--- src/design/snc_pkg.sv ---
package snc_pkg;

  // op-codes, shifted in most significant bit first
  localparam logic [7:0] OP_LATCH_SET = 8'h06;
  localparam logic [7:0] OP_LATCH_CLEAR = 8'h04;
  localparam logic [7:0] OP_STATUS_READ = 8'h05;
  localparam logic [7:0] OP_STATUS_WRITE = 8'h01;
  localparam logic [7:0] OP_ARRAY_READ = 8'h03;
  localparam logic [7:0] OP_ARRAY_WRITE = 8'h02;
  localparam logic [7:0] OP_FAST_ARRAY_READ = 8'h0B;
  localparam logic [7:0] OP_DEVICE_CODE_READ = 8'h9F;
  localparam logic [7:0] OP_UNIQUE_CODE_READ = 8'h4C;
  localparam logic [7:0] OP_SERIAL_WRITE_ONCE = 8'hC2;
  localparam logic [7:0] OP_SERIAL_READ = 8'hC3;
  localparam logic [7:0] OP_SPECIAL_SECTOR_WRITE = 8'h42;
  localparam logic [7:0] OP_SPECIAL_SECTOR_READ = 8'h4B;
  localparam logic [7:0] OP_FAST_SPECIAL_SECTOR_READ = 8'h49;
  localparam logic [7:0] OP_RESERVED_A = 8'hCE;
  localparam logic [7:0] OP_RESERVED_B = 8'hCF;
  localparam logic [7:0] OP_RESERVED_C = 8'hCC;

  // protection status byte layout
  localparam int ST_GUARD_EN = 7;
  localparam int ST_BP_HI = 3;
  localparam int ST_BP_LO = 2;
  localparam int ST_LATCH = 1;
  localparam int ST_ZERO = 0;
  localparam logic [7:0] ST_WRITABLE_MASK = 8'hFC;
  localparam logic [7:0] ST_RESET = 8'h00;

  // block-protect floors
  localparam logic [1:0] BP_NONE = 2'h0;
  localparam logic [1:0] BP_QUARTER = 2'h1;
  localparam logic [1:0] BP_HALF = 2'h2;
  localparam logic [15:0] FLOOR_QUARTER = 16'hC000;
  localparam logic [15:0] FLOOR_HALF = 16'h8000;
  localparam logic [15:0] FLOOR_ALL = 16'h0000;

  localparam logic [2:0] BYTE_LAST_BIT = 3'h7;

  // host register map
  localparam logic [3:0] REG_CMD = 4'h0;
  localparam logic [3:0] REG_STAT = 4'h4;
  localparam int CMD_OP_LSB = 0;
  localparam int CMD_DATA_LSB = 8;
  localparam int CMD_LEN_LSB = 16;
  localparam logic [1:0] LEN_OP_ONLY = 2'h0;
  localparam int STAT_BUSY_BIT = 0;
  localparam int STAT_RX_LSB = 8;
  localparam logic [4:0] BITS_SHORT = 5'h08;
  localparam logic [4:0] BITS_LONG = 5'h10;
  localparam logic [1:0] RESP_OKAY = 2'h0;
  localparam logic [1:0] RESP_SLVERR = 2'h2;

  // serial clock timing
  localparam int CLK_PERIOD_NS = 4;
  localparam int LINK_PERIOD_NS = 80;
  localparam int LINK_HALF_CYC = LINK_PERIOD_NS / (2 * CLK_PERIOD_NS);

endpackage

--- src/design/snc_link_if.sv ---
interface snc_link_if;
  logic sck;
  logic cs_n;
  logic mosi;
  logic miso_o;
  logic miso_oe;
  logic miso;

  // undriven data line reads low
  assign miso = miso_oe ? miso_o : 1'h0;

  modport host (
    output sck,
    output cs_n,
    output mosi,
    input miso
  );

  modport device (
    input sck,
    input cs_n,
    input mosi,
    output miso_o,
    output miso_oe
  );
endinterface

--- src/design/snc_device.sv ---
module snc_device (
  // clock and reset
  input wire logic aclk,
  input wire logic aresetn,
  // serial link
  snc_link_if.device link,
  // write-guard pin, low guards the status byte
  input wire logic write_guard_n,
  // decoded command report
  output logic cmd_strobe,
  output logic [7:0] cmd_opcode,
  output logic cmd_known,
  output logic cmd_write_granted,
  // status and protection
  output logic [7:0] status_byte,
  output logic protect_on,
  output logic [15:0] protect_floor
);

  typedef enum logic [1:0] {
    PH_OPCODE,
    PH_STATUS_OUT,
    PH_STATUS_IN,
    PH_IGNORE
  } snc_dev_phase_t;

  typedef struct packed {
    logic [2:0] sck_s;
    logic [1:0] cs_s;
    logic [1:0] mosi_s;
    logic [1:0] guard_s;
    snc_dev_phase_t phase;
    logic [2:0] bit_cnt;
    logic [7:0] shift;
    logic [7:0] status;
    logic miso;
    logic miso_oe;
    logic strobe;
    logic [7:0] opcode;
    logic known;
    logic granted;
    logic prot_on;
    logic [15:0] prot_floor;
  } snc_dev_state_t;

  snc_dev_state_t st_reg;
  snc_dev_state_t st_next;

  function automatic logic is_known(input logic [7:0] op);
    case (op)
      snc_pkg::OP_LATCH_SET, snc_pkg::OP_LATCH_CLEAR, snc_pkg::OP_STATUS_READ,
      snc_pkg::OP_STATUS_WRITE, snc_pkg::OP_ARRAY_READ, snc_pkg::OP_ARRAY_WRITE,
      snc_pkg::OP_FAST_ARRAY_READ, snc_pkg::OP_DEVICE_CODE_READ,
      snc_pkg::OP_UNIQUE_CODE_READ, snc_pkg::OP_SERIAL_WRITE_ONCE,
      snc_pkg::OP_SERIAL_READ, snc_pkg::OP_SPECIAL_SECTOR_WRITE,
      snc_pkg::OP_SPECIAL_SECTOR_READ, snc_pkg::OP_FAST_SPECIAL_SECTOR_READ:
        is_known = 1'h1;
      default:
        is_known = 1'h0;
    endcase
  endfunction

  function automatic logic is_write_cmd(input logic [7:0] op);
    case (op)
      snc_pkg::OP_STATUS_WRITE, snc_pkg::OP_ARRAY_WRITE, snc_pkg::OP_SERIAL_WRITE_ONCE,
      snc_pkg::OP_SPECIAL_SECTOR_WRITE:
        is_write_cmd = 1'h1;
      default:
        is_write_cmd = 1'h0;
    endcase
  endfunction

  function automatic logic [15:0] floor_of(input logic [1:0] bp);
    case (bp)
      snc_pkg::BP_QUARTER:
        floor_of = snc_pkg::FLOOR_QUARTER;
      snc_pkg::BP_HALF:
        floor_of = snc_pkg::FLOOR_HALF;
      default:
        floor_of = snc_pkg::FLOOR_ALL;
    endcase
  endfunction

  logic sck_rise;
  logic sck_fall;
  logic latch_now;
  logic guard_block;
  logic [7:0] shifted;

  always_comb
  begin
    st_next = st_reg;
    st_next.strobe = 1'h0;
    st_next.sck_s = {st_reg.sck_s[1:0], link.sck};
    st_next.cs_s = {st_reg.cs_s[0], link.cs_n};
    st_next.mosi_s = {st_reg.mosi_s[0], link.mosi};
    st_next.guard_s = {st_reg.guard_s[0], write_guard_n};
    // edges seen only after both synchroniser stages
    sck_rise = st_reg.sck_s[1] & ~st_reg.sck_s[2];
    sck_fall = ~st_reg.sck_s[1] & st_reg.sck_s[2];
    latch_now = st_reg.status[snc_pkg::ST_LATCH];
    guard_block = st_reg.status[snc_pkg::ST_GUARD_EN] & ~st_reg.guard_s[1];
    shifted = {st_reg.shift[6:0], st_reg.mosi_s[1]};
    if (st_reg.cs_s[1])
    begin
      // deselected: partial op-code or data is dropped
      st_next.phase = PH_OPCODE;
      st_next.bit_cnt = 3'h0;
      st_next.miso_oe = 1'h0;
    end
    else if (sck_rise)
    begin
      case (st_reg.phase)
        PH_OPCODE:
        begin
          st_next.shift = shifted;
          st_next.bit_cnt = st_reg.bit_cnt + 3'h1;
          if (st_reg.bit_cnt == snc_pkg::BYTE_LAST_BIT)
          begin
            st_next.bit_cnt = 3'h0;
            st_next.strobe = 1'h1;
            st_next.opcode = shifted;
            st_next.known = is_known(shifted);
            st_next.granted = is_write_cmd(shifted) & latch_now;
            st_next.phase = PH_IGNORE;
            case (shifted)
              snc_pkg::OP_LATCH_SET:
                st_next.status[snc_pkg::ST_LATCH] = 1'h1;
              snc_pkg::OP_LATCH_CLEAR:
                st_next.status[snc_pkg::ST_LATCH] = 1'h0;
              snc_pkg::OP_STATUS_READ:
                st_next.phase = PH_STATUS_OUT;
              snc_pkg::OP_STATUS_WRITE:
              begin
                st_next.granted = latch_now & ~guard_block;
                if (latch_now && !guard_block)
                begin
                  st_next.phase = PH_STATUS_IN;
                end
              end
              default:
              begin
              end
            endcase
          end
        end
        PH_STATUS_IN:
        begin
          st_next.shift = shifted;
          st_next.bit_cnt = st_reg.bit_cnt + 3'h1;
          if (st_reg.bit_cnt == snc_pkg::BYTE_LAST_BIT)
          begin
            // latch bit kept, bit 0 forced low, latch left set
            st_next.status = (st_reg.status & ~snc_pkg::ST_WRITABLE_MASK)
              | (shifted & snc_pkg::ST_WRITABLE_MASK);
            st_next.status[snc_pkg::ST_ZERO] = 1'h0;
            st_next.bit_cnt = 3'h0;
            st_next.phase = PH_IGNORE;
          end
        end
        default:
        begin
        end
      endcase
    end
    else if (sck_fall && st_reg.phase == PH_STATUS_OUT)
    begin
      // repeated status bytes while the clock keeps running
      st_next.miso = st_reg.status[~st_reg.bit_cnt];
      st_next.miso_oe = 1'h1;
      st_next.bit_cnt = st_reg.bit_cnt + 3'h1;
    end
    st_next.prot_on = st_next.status[snc_pkg::ST_BP_HI:snc_pkg::ST_BP_LO]
      != snc_pkg::BP_NONE;
    st_next.prot_floor = floor_of(st_next.status[snc_pkg::ST_BP_HI:snc_pkg::ST_BP_LO]);
  end

  always_ff @(posedge aclk)
  begin
    if (!aresetn)
    begin
      st_reg <= '0;
      st_reg.sck_s <= 3'h0;
      st_reg.cs_s <= 2'h3;
      st_reg.guard_s <= 2'h3;
      st_reg.phase <= PH_OPCODE;
      // nonvolatile bits take their preset, the latch starts clear
      st_reg.status <= snc_pkg::ST_RESET & snc_pkg::ST_WRITABLE_MASK;
      st_reg.prot_floor <= snc_pkg::FLOOR_ALL;
    end
    else
    begin
      st_reg <= st_next;
    end
  end

  assign link.miso_o = st_reg.miso;
  assign link.miso_oe = st_reg.miso_oe;
  assign cmd_strobe = st_reg.strobe;
  assign cmd_opcode = st_reg.opcode;
  assign cmd_known = st_reg.known;
  assign cmd_write_granted = st_reg.granted;
  assign status_byte = st_reg.status;
  assign protect_on = st_reg.prot_on;
  assign protect_floor = st_reg.prot_floor;

endmodule // snc_device

--- src/flat_wrapper.sv ---
// flat-port wrapper written by rule: the top's interface ports become plain ports
module snc_device_flat 
  (aclk, aresetn, write_guard_n, cmd_strobe, cmd_opcode, cmd_known, cmd_write_granted, status_byte, protect_on, protect_floor, link_sck, link_cs_n, link_mosi, link_miso_o, link_miso_oe);
  snc_link_if link_i ();
  input wire logic aclk;
  input wire logic aresetn;
  input wire logic write_guard_n;
  output logic cmd_strobe;
  output logic [7:0] cmd_opcode;
  output logic cmd_known;
  output logic cmd_write_granted;
  output logic [7:0] status_byte;
  output logic protect_on;
  output logic [15:0] protect_floor;
  input wire logic [$bits(link_i.sck)-1:0] link_sck;
  input wire logic [$bits(link_i.cs_n)-1:0] link_cs_n;
  input wire logic [$bits(link_i.mosi)-1:0] link_mosi;
  output wire logic [$bits(link_i.miso_o)-1:0] link_miso_o;
  output wire logic [$bits(link_i.miso_oe)-1:0] link_miso_oe;
  assign link_i.sck = link_sck;
  assign link_i.cs_n = link_cs_n;
  assign link_i.mosi = link_mosi;
  assign link_miso_o = link_i.miso_o;
  assign link_miso_oe = link_i.miso_oe;
  snc_device u_core (.aclk(aclk), .aresetn(aresetn), .link(link_i), .write_guard_n(write_guard_n), .cmd_strobe(cmd_strobe), .cmd_opcode(cmd_opcode), .cmd_known(cmd_known), .cmd_write_granted(cmd_write_granted), .status_byte(status_byte), .protect_on(protect_on), .protect_floor(protect_floor));
endmodule
--- config.mk ---
export PLATFORM = sky130hd
export DESIGN_NAME = snc_device_flat
export DESIGN_NICKNAME = d
export VERILOG_FILES = /design/src/design/snc_pkg.sv /design/src/design/snc_link_if.sv /design/src/design/snc_device.sv /design/src/flat_wrapper.sv
export SDC_FILE = /design/constraint.sdc
export NUM_CORES = 1
export LEC_CHECK = 0
export BUFFER_PORTS_ARGS = -buffer_cell sky130_fd_sc_hd__buf_2
export CAP_MARGIN = 20
export CELL_PAD_IN_SITES_DETAIL_PLACEMENT = 1
export CELL_PAD_IN_SITES_GLOBAL_PLACEMENT = 2
export CORE_MARGIN = 8
export CORE_UTILIZATION = 32
export DETAILED_ROUTE_END_ITERATION = 6
export PLACE_DENSITY = 0.87
export SYNTH_ARGS = -nofsm -noshare
export SYNTH_HDL_FRONTEND = slang
export SYNTH_SLANG_ARGS = --single-unit
--- constraint.sdc ---
create_clock -name aclk -period 2.6 [get_ports aclk]
set_input_delay 0.52 -clock aclk [delete_from_list [all_inputs] [get_ports aclk]]
set_output_delay 0.52 -clock aclk [all_outputs]
set_load 0.05 [all_outputs]
# ---- Word-level counts from Yosys, hierarchy flattened
# Cells that the tools add are included.
dict set report classes {
  add_sub_neg 1
  n_mul 0
  n_div 0
  magnitude_cmp 1
  eq_ne 23
  shifts 0
  n_mux 28
  bitwise 15
  n_reduce_logical 19
}
# op n
set op_table {}
lappend op_table {{$eq 8x7->1 const B} 4}
lappend op_table {{$pmux 16 s2} 1}
lappend op_table {{$pmux 13 s2} 1}
lappend op_table {{$eq 8x3->1 const B} 3}
lappend op_table {{$eq 8x8->1 const B} 3}
lappend op_table {{$eq 8x2->1 const B} 2}
lappend op_table {{$mux 5} 3}
lappend op_table {{$reduce_or 14->1} 1}
lappend op_table {{$reduce_and 4->1} 3}
lappend op_table {{$mux 1} 11}
lappend op_table {{$mux 11} 1}
lappend op_table {{$eq 8x1->1 const B} 1}
lappend op_table {{$eq 8x4->1 const B} 1}
lappend op_table {{$mux 4} 2}
lappend op_table {{$not 1->1} 8}
lappend op_table {{$or 2x8->8} 1}
lappend op_table {{$reduce_or 4->1} 2}
lappend op_table {{$mux 2} 3}
lappend op_table {{$mux 3} 2}
lappend op_table {{$ne 3x3->1 const B} 2}
lappend op_table {{$reduce_and 3->1} 2}
lappend op_table {{$reduce_and 6->1} 1}
lappend op_table {{$reduce_bool 2->1} 3}
lappend op_table {{$and 1x1->1} 5}
lappend op_table {{15 further kinds} 21}
dict set report totals {
  ff_bits 58
  latch_bits 0
  ramBits 0
  romBits 0
  in_bits 6
  out_inout_bits 38
  wordCells 105
  memories 0
}

# ---- Depth between registers and ports, before layout
dict set report logic_depth {
  depth_word 10
  depth_mapped 8
  ltp_nobuf 8
}

# ---- Least setup slack after synthesis
# No wires, ideal clock.
dict set report synth_path {
  path_type {register to register}
  start {register u_core.st_reg[46] (netlist bit)}
  end {register u_core.st_reg (netlist bit u_core.protect_floor[15])}
  setup_time_ns 0.065
  t_arrival_ns 1.846
  slack_ns 0.689
  path_stages_with_launch 8
  path_buffers 0
  period_less_slack_ns 1.911
  cell_sequence {dfxtp_1 ha_1 ha_1 and4bb_1 nand3_1 mux2i_1 ha_1 nor2_1}
}
dict set report synth_via {
  elab_chain_cells 7
}
# element line_no
set synth_lines {}
lappend synth_lines {{start, declared} snc_device.sv:46} ;# snc_dev_state_t st_reg;
lappend synth_lines {{start signal, assigned} snc_device.sv:193} ;# st_reg <= st_next;
lappend synth_lines {{$eq 3x3->1 *} snc_device.sv:151} ;# if (st_reg.bit_cnt == snc_pkg::BYTE_LAST_BIT)
lappend synth_lines {{$mux 4 *} snc_device.sv:151}
lappend synth_lines {{$mux 2 *} snc_device.sv:113} ;# case (st_reg.phase)
lappend synth_lines {{$mux 4 *} snc_device.sv:111} ;# else if (sck_rise)
lappend synth_lines {{$mux 5 *} snc_device.sv:104} ;# if (st_reg.cs_s[1])
lappend synth_lines {{$eq 2x2->1 / $eq 2x1->1 (equally long branches)} snc_device.sv:74} ;# case (bp)
lappend synth_lines {{$pmux 16 s2 *} snc_device.sv:74}
# Every way passes the cells marked *; elsewhere a longest branch is shown, timed or not. The select of a mux whose other input is x is not followed.
# A chain may end at the register's enable or synchronous reset.

# ---- Worst setup path after layout
dict set report layout_path {
  start {register u_core.st_reg[47] (netlist bit)}
  end {register u_core.st_reg (netlist bit u_core.protect_floor[15])}
}
# Same word-level chain as after synthesis.

==> results.toml <==
[run_status]
outcome = "complete, no violations"

[yosys]
synth-compound-area-share_pct = 12.3
syn_area_um2 = 2170
synthFlopType = "dfxtp_1"
async_flop_share_pct = 0
netlist_top_cells_area = "dfxtp_1 41%, buf_4 11%, nand2_1 6.6%, a21oi_1 4.8%, mux2i_1 3.7%"
ys_types = 43
netlist.top_cell.by_area = "dfxtp_1"
ys_ff_latch = 44
synthCells = 252
synth_fa_ha_area_share_pct = 2.88
yosysSeqAreaShare_pct = 40.6
synth_top_family_by_area = "simple AND/OR/NAND/NOR gates"
synth-xor-area-share_pct = 0
muxShareOfSynthArea_pct = 4.73
synth_edf_count = 0
yosysTopAreaCellShare_pct = 40.6
avgSynthCellArea_um2 = 8.61
yosys.area_share.simple_pct = 22.9
yosysWarnings = 0

[detailed_routing]
drt_first_pass_iters = 4
drc = 0
ant_nets = 0
routed_via_density = 4.76
via_count = 1586
wl_um = 4970
drtIter0Drc = 77
drt-wirelength-per-cell_um = 14.9

[final_layout]
final_area_um2 = 2270
fin_nets = 264
insertedDiodeCount = 0
drive_above_1_share_pct = 17.4
area_growth_pct = 4.61

[min_path]
holdPathEnd = "u_core.st_next[52]$_SDFF_PN1_"
holdCritStartpoint = "write_guard_n"
whs_path_depth = 2
hp-class = "primary input to flip-flop"

[pwr]
ir_worst_vdd_v = 0.000303
power.leakage_nw = 0.912
power.density_nw_per_um2 = 609

[floorplan]
std_cell_rows = 30
die-area_um2 = 9680
initial_core_util_pct = 32.5
die_w_um = 98.4
io_pins = 44
core_area_um2 = 6680
die_h_um = 98.4

[global_routing]
grt-ovfl-total = 0
first_global_vias = 1749
grt_antenna_before_repair = 0
grt_max_degree = 26
grt_pass1_wl_um = 8510
grt.total_usage_pct = 10.9

[cts]
cts_max_level = 2
post_cts_buffers = 0
cts_tree = "done"
cts_hold_buffers = 0
cts_root_buf = "clkbuf_8"
numCtsBuffers = 5
cts_resized = 0
clockBufferDepth = 2
clock_latency_ns = 0.30
clkSinkCount = 44
clkSlewWorstSetupHoldPaths_ns = 0.08

[critical_path]
rr_startpoint = "u_core.st_reg[47]$_SDFFE_PP0P_"
start_kind = "flip-flop"
r2r_slack_ns = 0.40
cp_max_fo = 5
rr_endpoint = "u_core.protect_floor[15]$_SDFF_PN0_"
reg2regPathDepth = 7
cp.arrival_ns = 2.43
end_kind = "flip-flop"
critical_path_required_ns = 2.84
setup.worst_path.class = "flip-flop to flip-flop"

[sta]
hold_violations = 0
fmax_mhz = 455
final-max-slew-violation-count = 0
period_minus_slack_ns = 2.20
skew_ns = 0.00734
finalWorstSetupSlack_ns = 0.403
fin_setup_tns_ns = 0
rsz0062_at_grt = "no"
min_period_over_period_pct = 84.5
finalSetupViolCount = 0
whs_ns = 0.399

[placed_design]
place_ws_ns = 0.409
globalplace.congestion = 0.839
place.port_buffers = 28
dpl.hpwl_um = 3650
postPlaceCellArea_um2 = 2140

[run]
drv_cap = 0
cells in the final DEF, fill, tap and decap left out, types with 2 or more instances in the layout:
cell type,count
dfxtp_1,44
nand2_1,38
buf_2,28
a21oi_1,21
nor2_1,19
conb_1,15
mux2i_1,8
nand2b_1,8
and2_1,7
inv_1,6
o211ai_1,5
ha_1,5
clkbuf_8,5
nand3b_1,3
nor3_1,3
and4bb_1,2
inv_2,2
o21ai_0,2
nor2b_1,2
o31ai_1,2
o2111ai_1,2
o21ai_1,2
nor4_1,2
a2111oi_0,2
nand4b_1,2
bufinv_16,2
critical path, stage by stage (launching register included):
cell,delay [ns]
dfxtp_1,0.44
ha_1,0.21
ha_1,0.21
and4bb_1,0.25
nand3_1,0.27
mux2i_1,0.38
ha_1,0.29
nor2_1,0.08
per-layer routing:
metal	wire (µm)	share of wire [%]	GRT usage [%]
met5	0	0	0
met4	80	1.6	4.96
met3	200	4.0	3.06
met2	2300	46	17.7
met1	2390	48	13.0
per-stage QoR:
stage | instances | power (W) | utilization (%)
floorplan | 266 | 0.000794 | -
global placement | 326 | 0.000787 | 32.1
detailed placement | 326 | 0.000789 | 32.1
CTS | 333 | 0.00140 | 34.0
global route | 333 | 0.00144 | 34.0
finish | 333 | 0.00138 | 34.0
logic make-up (layout without fill, tap and decap cells):
family	count (synthesis)	in the layout
multiplexers	9	9
buffers and inverters	57	44
adder cells (fa/ha/maj)	5	5
other	1	15
AO/OA/AOI/OAI	42	42
AND/OR/NAND/NOR	94	94
flip-flops	44	44
report_power, final:
group	switching, W	internal (W)
Combinational	0.0000723	0.0000121
Sequential	0.00000740	0.000681
Clock	0.000232	0.000378
Total	0.000311	0.00107
how the worst max path moves through the flow:
stage	depth (start not counted)	from	slack (ns)	to
after floorplan	7	u_core.st_reg[46]$_SDFFE_PP0P_	0.69	u_core.protect_floor[15]$_SDFF_PN0_
after global placement	8	u_core.st_reg[47]$_SDFFE_PP0P_	0.53	u_core.protect_floor[15]$_SDFF_PN0_
after detailed placement	7	u_core.st_reg[46]$_SDFFE_PP0P_	0.41	u_core.protect_floor[15]$_SDFF_PN0_
after CTS	7	u_core.st_reg[47]$_SDFFE_PP0P_	0.40	u_core.protect_floor[15]$_SDFF_PN0_
after global routing	7	u_core.st_reg[46]$_SDFFE_PP0P_	0.21	u_core.protect_floor[15]$_SDFF_PN0_
final	7	u_core.st_reg[47]$_SDFFE_PP0P_	0.40	u_core.protect_floor[15]$_SDFF_PN0_
final cells by class:
class                   instances  area (µm²)
clock buffers                   5        68.8
clock inverters                 2        60.1
fillers                       812        4410
inverters                       9        33.8
multi-input cells             165         987
flip-flops and latches         44         881
well taps                      80         100
repair buffers                 28         140
Yosys cell counts, drive strengths merged (4+ instances only):
master   n
nand3b   4
nand2b   8
dfxtp   44
nor2    19
inv      8
nand2   38
a21oi   21
ha       5
and2     7
o21ai    4
o211ai   5
buf     37
clkbuf  11
mux2i    8
No activity file was read; power rests on OpenSTA's default activity.
